**src/include/pfc_consts.svh**
```systemverilog
`ifndef PFC_CONSTS_SVH
`define PFC_CONSTS_SVH
// ----------------------------------------------------------------
// Register byte addresses
// ----------------------------------------------------------------
`define PFC_ADDR_W 12
`define PFC_ADDR_CFG 12'h0400
`define PFC_ADDR_TAP0 12'h0418
`define PFC_ADDR_TAP1 12'h041A
`define PFC_ADDR_TAP2 12'h041C
`define PFC_ADDR_GAIN 12'h0357
// ----------------------------------------------------------------
// Reset values
// ----------------------------------------------------------------
`define PFC_CFG_RESET 8'h00
`define PFC_COEFF_RESET 16'h0000
`define PFC_GAIN_RESET 8'h00
`define PFC_RDATA_RESET 16'h0000
// ----------------------------------------------------------------
// Field positions and codes
// ----------------------------------------------------------------
`define PFC_SHARE_BIT 6
`define PFC_MERGE_BIT 5
`define PFC_SCW_HI 4
`define PFC_SCW_LO 2
`define PFC_MODE_HI 1
`define PFC_MODE_LO 0
`define PFC_MODE_ENABLE 2'h2
`define PFC_SCW_MAX 3'h6
`define PFC_COEFF_HI 11
`define PFC_COEFF_MSB 11
`define PFC_GAIN_HI 4
`define PFC_SIDE_W 12
`define PFC_CENTER_W 18
`define PFC_NUM_TAPS 9
`define PFC_FIFO_DEPTH 8
`define PFC_SAMPLE_W 12
`endif

```
**src/include/pfc_pkg.sv**
```systemverilog
`include "pfc_consts.svh"
package pfc_pkg;
    // Side tap coefficient, signed two's complement
    typedef logic signed [`PFC_SIDE_W-1:0] pfc_coeff_t;
    // First three side taps of one channel
    typedef pfc_coeff_t [2:0] pfc_taps_t;
    // Whole register-file state of the configuration block
    typedef struct packed {
        logic [7:0] cfg;
        logic [15:0] tap0;
        logic [15:0] tap1;
        logic [15:0] tap2;
        logic [7:0] gain;
        logic [15:0] rdata;
        logic rdValid;
    } pfc_state_s;
endpackage

```
**src/include/pfc_stream_if.sv**
```systemverilog
`timescale 1ns/100ps
// ----------------------------------------------------------------
// Valid/ready sample stream between the block's own modules
// ----------------------------------------------------------------
interface pfc_stream_if #(parameter int W = 13);
    logic valid; // Producer has a word
    logic ready; // Consumer takes it
    logic [W-1:0] data; // Payload
    modport src(output valid, output data, input ready);
    modport snk(input valid, input data, output ready);
endinterface

```
**src/pfc_fifo.sv**
```systemverilog
`timescale 1ns/100ps
`include "pfc_consts.svh"
module pfc_fifo #(
    parameter int W = 13,
    parameter int DEPTH = `PFC_FIFO_DEPTH
) (
    // Clock and reset
    input wire logic clk,
    input wire logic rst,
    // Filling side
    pfc_stream_if.snk push,
    // Draining side
    pfc_stream_if.src pop
);
    import pfc_pkg::*;
    localparam int AW = $clog2(DEPTH);

    // Pointer compare needs a power-of-two depth
    generate
        if (DEPTH < 2 || (DEPTH & (DEPTH - 1)) != 0) begin : g_bad
            $error("pfc_fifo depth must be a power of two of at least 2");
        end
    endgenerate

    // ----------------------------------------------------------------
    // State
    // ----------------------------------------------------------------
    typedef struct packed {
        logic [DEPTH-1:0][W-1:0] mem; // Storage words
        logic [AW:0] wr; // Write pointer with wrap bit
        logic [AW:0] rd; // Read pointer with wrap bit
    } pfc_fifo_s;
    pfc_fifo_s q, next_q;
    logic full, empty;

    // Wrap bit tells full from empty when the indices match
    assign full = (q.wr[AW] != q.rd[AW]) && (q.wr[AW-1:0] == q.rd[AW-1:0]);
    assign empty = (q.wr == q.rd);
    assign push.ready = !full;
    assign pop.valid = !empty;
    assign pop.data = q.mem[q.rd[AW-1:0]];

    // Pointer and storage update
    always_comb begin
        next_q = q;
        if (push.valid && !full) begin
            next_q.mem[q.wr[AW-1:0]] = push.data;
            next_q.wr = q.wr + 1'b1;
        end
        if (pop.ready && !empty) begin
            next_q.rd = q.rd + 1'b1;
        end
    end

    // State register
    always_ff @(posedge clk) begin
        if (rst) begin
            q <= '0;
        end else begin
            q <= next_q;
        end
    end
endmodule

```
**src/pfc_config.sv**
```systemverilog
`timescale 1ns/100ps
`include "pfc_consts.svh"
// What this block does
// - Share bit gives channel B channel A coefficients
// - Merge bit makes one single sample stream
// - Side weight field sets side LSB weight
// - Mode 0 disables, mode 2 enables filter
// - Side coefficient signed in bits 11:0
// - Three registers supply taps one to three
// - Readback shows coefficient MSB as zero
// - Configuration register resets to zero
// - Fine gain trim held in bits 4:0
// - Nine taps, centre tap eighteen bits wide
module pfc_config #(
    parameter int SAMPLE_W = `PFC_SAMPLE_W,
    parameter int FIFO_DEPTH = `PFC_FIFO_DEPTH
) (
    // Clock and reset
    input wire logic clk,
    input wire logic rst,
    // Register port
    input wire logic [`PFC_ADDR_W-1:0] regAddr,
    input wire logic [15:0] regWdata,
    input wire logic regWrite,
    input wire logic regRead,
    output logic [15:0] regRdata,
    output logic regRdValid,
    // Channel B own coefficient set, held elsewhere
    input wire pfc_pkg::pfc_taps_t bOwnCoeff,
    // Converter sample stream in
    input wire logic inValid,
    output logic inReady,
    input wire logic [SAMPLE_W-1:0] inSample,
    input wire logic inChannel,
    // Sample stream towards the serial link
    output logic outValid,
    input wire logic outReady,
    output logic [SAMPLE_W-1:0] outSample,
    output logic outChannel,
    // Filter setup towards the arithmetic
    output logic filterEnable,
    output logic mergeActive,
    output logic [2:0] sideWeight,
    output pfc_pkg::pfc_taps_t coeffA,
    output pfc_pkg::pfc_taps_t coeffB,
    output logic [4:0] gainTrim
);
    import pfc_pkg::*;
    localparam int PW = SAMPLE_W + 1;
    localparam int NUM_TAPS = `PFC_NUM_TAPS;
    localparam int CENTER_W = `PFC_CENTER_W;

    // Sample width must fit the arithmetic; taps fixed at nine
    generate
        // Nine taps with an eighteen-bit centre are what the arithmetic expects
        if (SAMPLE_W < 1 || SAMPLE_W > 16 || NUM_TAPS != 9 || CENTER_W != 18) begin : g_bad
            $error("pfc_config parameters out of range");
        end
    endgenerate

    // ----------------------------------------------------------------
    // Register state
    // ----------------------------------------------------------------
    pfc_state_s q, next_q;
    logic hitCfg, hitTap0, hitTap1, hitTap2, hitGain, hitCoeff;
    logic [1:0] mode;

    // Address decode
    assign hitCfg = (regAddr == `PFC_ADDR_CFG);
    assign hitTap0 = (regAddr == `PFC_ADDR_TAP0);
    assign hitTap1 = (regAddr == `PFC_ADDR_TAP1);
    assign hitTap2 = (regAddr == `PFC_ADDR_TAP2);
    assign hitGain = (regAddr == `PFC_ADDR_GAIN);
    assign hitCoeff = hitTap0 || hitTap1 || hitTap2;

    // Fill next state from writes and reads
    always_comb begin
        next_q = q;
        next_q.rdValid = regRead;
        // No change to registers is refused here; the link must be off
        // while software rewrites them, so mid-frame tap changes are
        // the writer's hazard
        if (regWrite) begin
            if (hitCfg) begin
                next_q.cfg = regWdata[7:0];
            end
            // All sixteen bits stored; reserved top nibble resets to zero
            if (hitTap0) begin
                next_q.tap0 = regWdata;
            end
            if (hitTap1) begin
                next_q.tap1 = regWdata;
            end
            if (hitTap2) begin
                next_q.tap2 = regWdata;
            end
            if (hitGain) begin
                next_q.gain = regWdata[7:0];
            end
        end
        if (regRead) begin
            // Unmapped addresses read as zero
            next_q.rdata = `PFC_RDATA_RESET;
            if (hitCfg) begin
                next_q.rdata = {8'h00, q.cfg};
            end
            if (hitTap0) begin
                next_q.rdata = q.tap0;
            end
            if (hitTap1) begin
                next_q.rdata = q.tap1;
            end
            if (hitTap2) begin
                next_q.rdata = q.tap2;
            end
            if (hitGain) begin
                next_q.rdata = {8'h00, q.gain};
            end
            // Known readback defect kept on purpose: the filter still
            // uses the stored MSB, only the read path loses it
            if (hitCoeff) begin
                next_q.rdata[`PFC_COEFF_MSB] = 1'b0;
            end
        end
    end

    // State register
    always_ff @(posedge clk) begin
        if (rst) begin
            q.cfg <= `PFC_CFG_RESET;
            q.tap0 <= `PFC_COEFF_RESET;
            q.tap1 <= `PFC_COEFF_RESET;
            q.tap2 <= `PFC_COEFF_RESET;
            q.gain <= `PFC_GAIN_RESET;
            q.rdata <= `PFC_RDATA_RESET;
            q.rdValid <= 1'b0;
        end else begin
            q <= next_q;
        end
    end

    assign regRdata = q.rdata;
    assign regRdValid = q.rdValid;

    // ----------------------------------------------------------------
    // Configuration decode
    // ----------------------------------------------------------------
    assign mode = q.cfg[`PFC_MODE_HI:`PFC_MODE_LO];
    // Reserved codes 1 and 3 leave the filter off
    assign filterEnable = (mode == `PFC_MODE_ENABLE);
    // Software is trusted to set this for single-channel operation
    assign mergeActive = q.cfg[`PFC_MERGE_BIT];
    // Exponent offset; weight is two to (field minus sixteen).
    // Code 7 is outside the legal range and is clamped to 6
    assign sideWeight = (q.cfg[`PFC_SCW_HI:`PFC_SCW_LO] > `PFC_SCW_MAX) ?
        `PFC_SCW_MAX : q.cfg[`PFC_SCW_HI:`PFC_SCW_LO];
    // Taps one to three for channel A or the merged filter
    assign coeffA[0] = q.tap0[`PFC_COEFF_HI:0];
    assign coeffA[1] = q.tap1[`PFC_COEFF_HI:0];
    assign coeffA[2] = q.tap2[`PFC_COEFF_HI:0];
    // Channel B follows channel A only while sharing
    assign coeffB = q.cfg[`PFC_SHARE_BIT] ? coeffA : bOwnCoeff;
    assign gainTrim = q.gain[`PFC_GAIN_HI:0];

    // ----------------------------------------------------------------
    // Sample path
    // ----------------------------------------------------------------
    pfc_stream_if #(.W(PW)) inS();
    pfc_stream_if #(.W(PW)) outS();

    // Input side; ready reaches the converter for back-pressure
    assign inS.valid = inValid;
    assign inS.data = {inChannel, inSample};
    assign inReady = inS.ready;
    // Output side; samples leave untouched so a disabled filter adds
    // no scaling, the arithmetic downstream is gated by filterEnable
    assign outValid = outS.valid;
    assign outS.ready = outReady;
    assign outSample = outS.data[SAMPLE_W-1:0];
    // Merged stream carries one channel tag only
    assign outChannel = mergeActive ? 1'b0 : outS.data[SAMPLE_W];

    // Rate-smoothing buffer between converter and link
    pfc_fifo #(.W(PW), .DEPTH(FIFO_DEPTH)) u_fifo (
        .clk(clk),
        .rst(rst),
        .push(inS),
        .pop(outS)
    );
endmodule

```
**config.mk**
```make
export PLATFORM = sky130hd
export DESIGN_NAME = pfc_config
export DESIGN_NICKNAME = d
export VERILOG_FILES = /design/src/include/pfc_pkg.sv /design/src/include/pfc_stream_if.sv /design/src/pfc_fifo.sv /design/src/pfc_config.sv
export VERILOG_INCLUDE_DIRS = /design/src /design/src/include
export SDC_FILE = /design/constraint.sdc
export NUM_CORES = 1
export LEC_CHECK = 0
export BUFFER_PORTS_ARGS = -buffer_cell sky130_fd_sc_hd__buf_2
export CAP_MARGIN = 10
export CORE_UTILIZATION = 45
export DETAILED_ROUTE_END_ITERATION = 10
export MAX_ROUTING_LAYER = met4
export PLACE_DENSITY = 0.68
export SLEW_MARGIN = 10
export SYNTH_ARGS = -nofsm -noshare
export SYNTH_HDL_FRONTEND = slang
export SYNTH_SLANG_ARGS = --single-unit
```
**constraint.sdc**
```tcl
create_clock -name clk -period 5.35 [get_ports clk]
set_clock_uncertainty 0.1 [all_clocks]
set_input_delay 0.2675 -clock clk [delete_from_list [all_inputs] [get_ports clk]]
set_output_delay 0.2675 -clock clk [all_outputs]
set_load 0.005 [all_outputs]
```
==> results.toml <==
[route]
drcViolationCount = 0
avgRoutedWirePerCell_um = 17.37
routed_wl_um = 23590
wl_met1_um = 9900
dr_total_vias = 7246
routed_via_density = 5.336
routed.top_layer = "met4"
first_iter_violations = 474
ant_nets = 0
route.met3.wl_um = 1398
wl_met2_um = 11880
dr.pass1.iters = 5

[placed_design]
place_ws_ns = 2.146
place_area_mm2 = 0.009872
portBuffers = 196
place_congestion = 0.8765
place_inst = 1318
dp_hpwl_um = 15930

[power_and_ir_drop]
p_leak_nw = 4.604
vdd_drop_max_v = 0.0002217
power.total_mw = 3.083
p_per_area_mw_per_mm2 = 292.1

[timing]
timing.hold.ws_ns = 0.02581
fin_crit_sh_pct = 57.90
final-hold-violation-count = 0
maxSlewHeadroom_pct = 24.98
slew_violations = 0
clock.fmax_mhz = 322.8
setup_violations = 0
grt_setup_unrepaired = "false"
fin_ws_ns = 2.252
min_period_ns = 3.098
worst_pin_slew_ns = 1.117
finalSetupTns_ns = 0

[synthesis]
async_flop_share_pct = 0
synthCells = 985
syn_nets = 1070
synth_edf_count = 0
synth_top_flop_cell = "dfxtp_1"
avgSynthCellArea_um2 = 9.474
ys_seq_area_share_pct = 41.41
ys_ff_latch = 193
synth.distinct_cells = 54
synth_area_mm2 = 0.009331
yosysWarningCount = 0

[final_layout]
layout_common_cells = "buf_2, dfxtp_1, nor2_1"
final_common_cell = "buf_2"
fill_cells = 1871
nets = 1159
seqCellArea_mm2 = 0.003866
fin_area_mm2 = 0.01055
area_growth_pct = 13.10
drive_above_1_share_pct = 29.62
multi_input_area_mm2 = 0.004636
fin_util_pct = 51.99
stdcell_count = 1358

[global_route]
grt_pass1_wl_um = 37270
grt_overflow_total = 0
antenna_found_initial = 1
grt_pass1_vias = 6844
grt_usage_pct = 22.92
grt_max_degree = 96

[min_path]
holdCritPathClass = "primary input to register"
hold_end = "q[71]$_SDFFE_PP0P_"
whs_path_depth = 3
min-delay-start = "regWdata[14]"

[worst_setup_path]
rrSetupSlack_ns = 2.25
start_kind = "register"
endpoint_kind = "register"
critPathArrivalTime_ns = 3.28
reg2regPathDepth = 5
r2r-start = "u_fifo.q[2]$_SDFFE_PP0P_"
r2r-end = "u_fifo.q[69]$_SDFFE_PP0P_"
crit_required_ns = 5.53
path_max_fanout = 16
worst-setup-path-type = "register to register"

[clock_network]
clkSinkCount = 193
cts_root_buf = "clkbuf_16"
clkTransAtPathRegs_ns = 0.08
insertion_delay_ns = 0.43
h-tree-depth = 4
cts_buffer_depth = 2
cts_inserted_buffers = 17
cts_tree = "built"

[flow_run]
cap_viol_max_count = 0

[die]
ioPinCount = 197
die_y_um = 146
core_mm2 = 0.02030
die_area_mm2 = 0.02132
placementRows = 52
chipWidth_um = 146
initial_core_util_pct = 45.97

[status]
status = "finished, final reports clean"
==> critical path, cell delays in order (launching register included) <==
cell and delay [ns]:
dfxtp_1 0.98, xor2_1 0.16, or4b_1 0.76, nand4_2 0.61, mux2i_1 0.27, nor2_1 0.06
==> flip-flops by register name (all words and copies together) (netlist names) <==
| signal | flops |
|---|---|
| coeffA | 36 |
| regRdata | 16 |
| regRdValid | 1 |
| mergeActive | 1 |
| gainTrim | 5 |
| mode | 2 |
| q | 20 |
| u_fifo.q | 112 |
==> where the power goes <==
group / switching [mW] / internal, mW / leakage, nW
clock network: 0.633 / 0.638 / 0.291
logic: 0.184 / 0.156 / 2.75
registers: 0.0138 / 1.46 / 1.56
total: 0.831 / 2.25 / 4.60
==> per-layer routing <==
| layer | vias up | track usage [%] |
|---|---|---|
| met1 | 3422 | 27.75 |
| li1 | 3540 | - |
| met3 | 26 | 3.636 |
| met5 | - | - |
| met2 | 258 | 39.31 |
| met4 | 0 | 6.667 |
==> cell usage after synthesis, types with 8 or more instances <==
library cell | number | area [µm²]
mux4_2 | 26 | 585.6
a21oi_1 | 69 | 345.3
nand3_1 | 16 | 80.08
buf_6 | 8 | 90.09
a22o_1 | 11 | 96.34
buf_2 | 12 | 60.06
mux2_2 | 50 | 563.0
nand2_1 | 120 | 450.4
buf_4 | 61 | 457.9
clkbuf_1 | 51 | 191.4
dfxtp_1 | 193 | 3864
nor2_1 | 137 | 514.2
o21ai_0 | 13 | 65.06
a2bb2oi_1 | 10 | 87.58
mux2i_1 | 114 | 1141
==> layout make-up <==
| cell class | count | share of cell area [%] |
|---|---|---|
| repair buffers | 209 | 10.41 |
| clock buffers | 17 | 4.031 |
| flip-flops and latches | 193 | 36.63 |
| diodes | 1 | 0.02371 |
| well taps | 270 | 3.201 |
| multi-input cells | 652 | 43.92 |
| inverters | 1 | 0.03557 |
| clock inverters | 15 | 1.743 |
==> kinds of logic after synthesis <==
logic type	after synthesis	share of synthesized area (%)
AND/OR/NAND/NOR	319	15.16
flip-flops	193	41.41
multiplexers	190	24.54
buffers and inverters	140	8.917
AO/OA/AOI/OAI	132	8.863
XOR/XNOR	9	0.8448
adder cells (fa/ha/maj)	2	0.2681
==> worst max-delay path by stage <==
stage / startpoint / end / slack (ns) / cells after the start
6_report: u_fifo.q[2]$_SDFFE_PP0P_ / u_fifo.q[69]$_SDFFE_PP0P_ / 2.25 / 5
3_3_place_gp: regAddr[9] / coeffA[35]$_SDFFE_PP0P_ / 2.21 / 6
3_5_place_dp: regAddr[9] / q[38]$_SDFFE_PP0P_ / 2.15 / 6
4_1_cts: u_fifo.q[2]$_SDFFE_PP0P_ / u_fifo.q[70]$_SDFFE_PP0P_ / 2.26 / 5
5_1_grt: u_fifo.q[2]$_SDFFE_PP0P_ / u_fifo.q[59]$_SDFFE_PP0P_ / 2.09 / 5
2_1_floorplan: u_fifo.q[0]$_SDFFE_PP0P_ / outSample[3] / 3.24 / 4
==> repair_timing <==
item,CTS,global route
buffers inserted,0,0
hold buffers,7,0
endpoints found under the hold margin,18,0
gates resized for setup,0,0
Power figures use the tool's default switching activity.
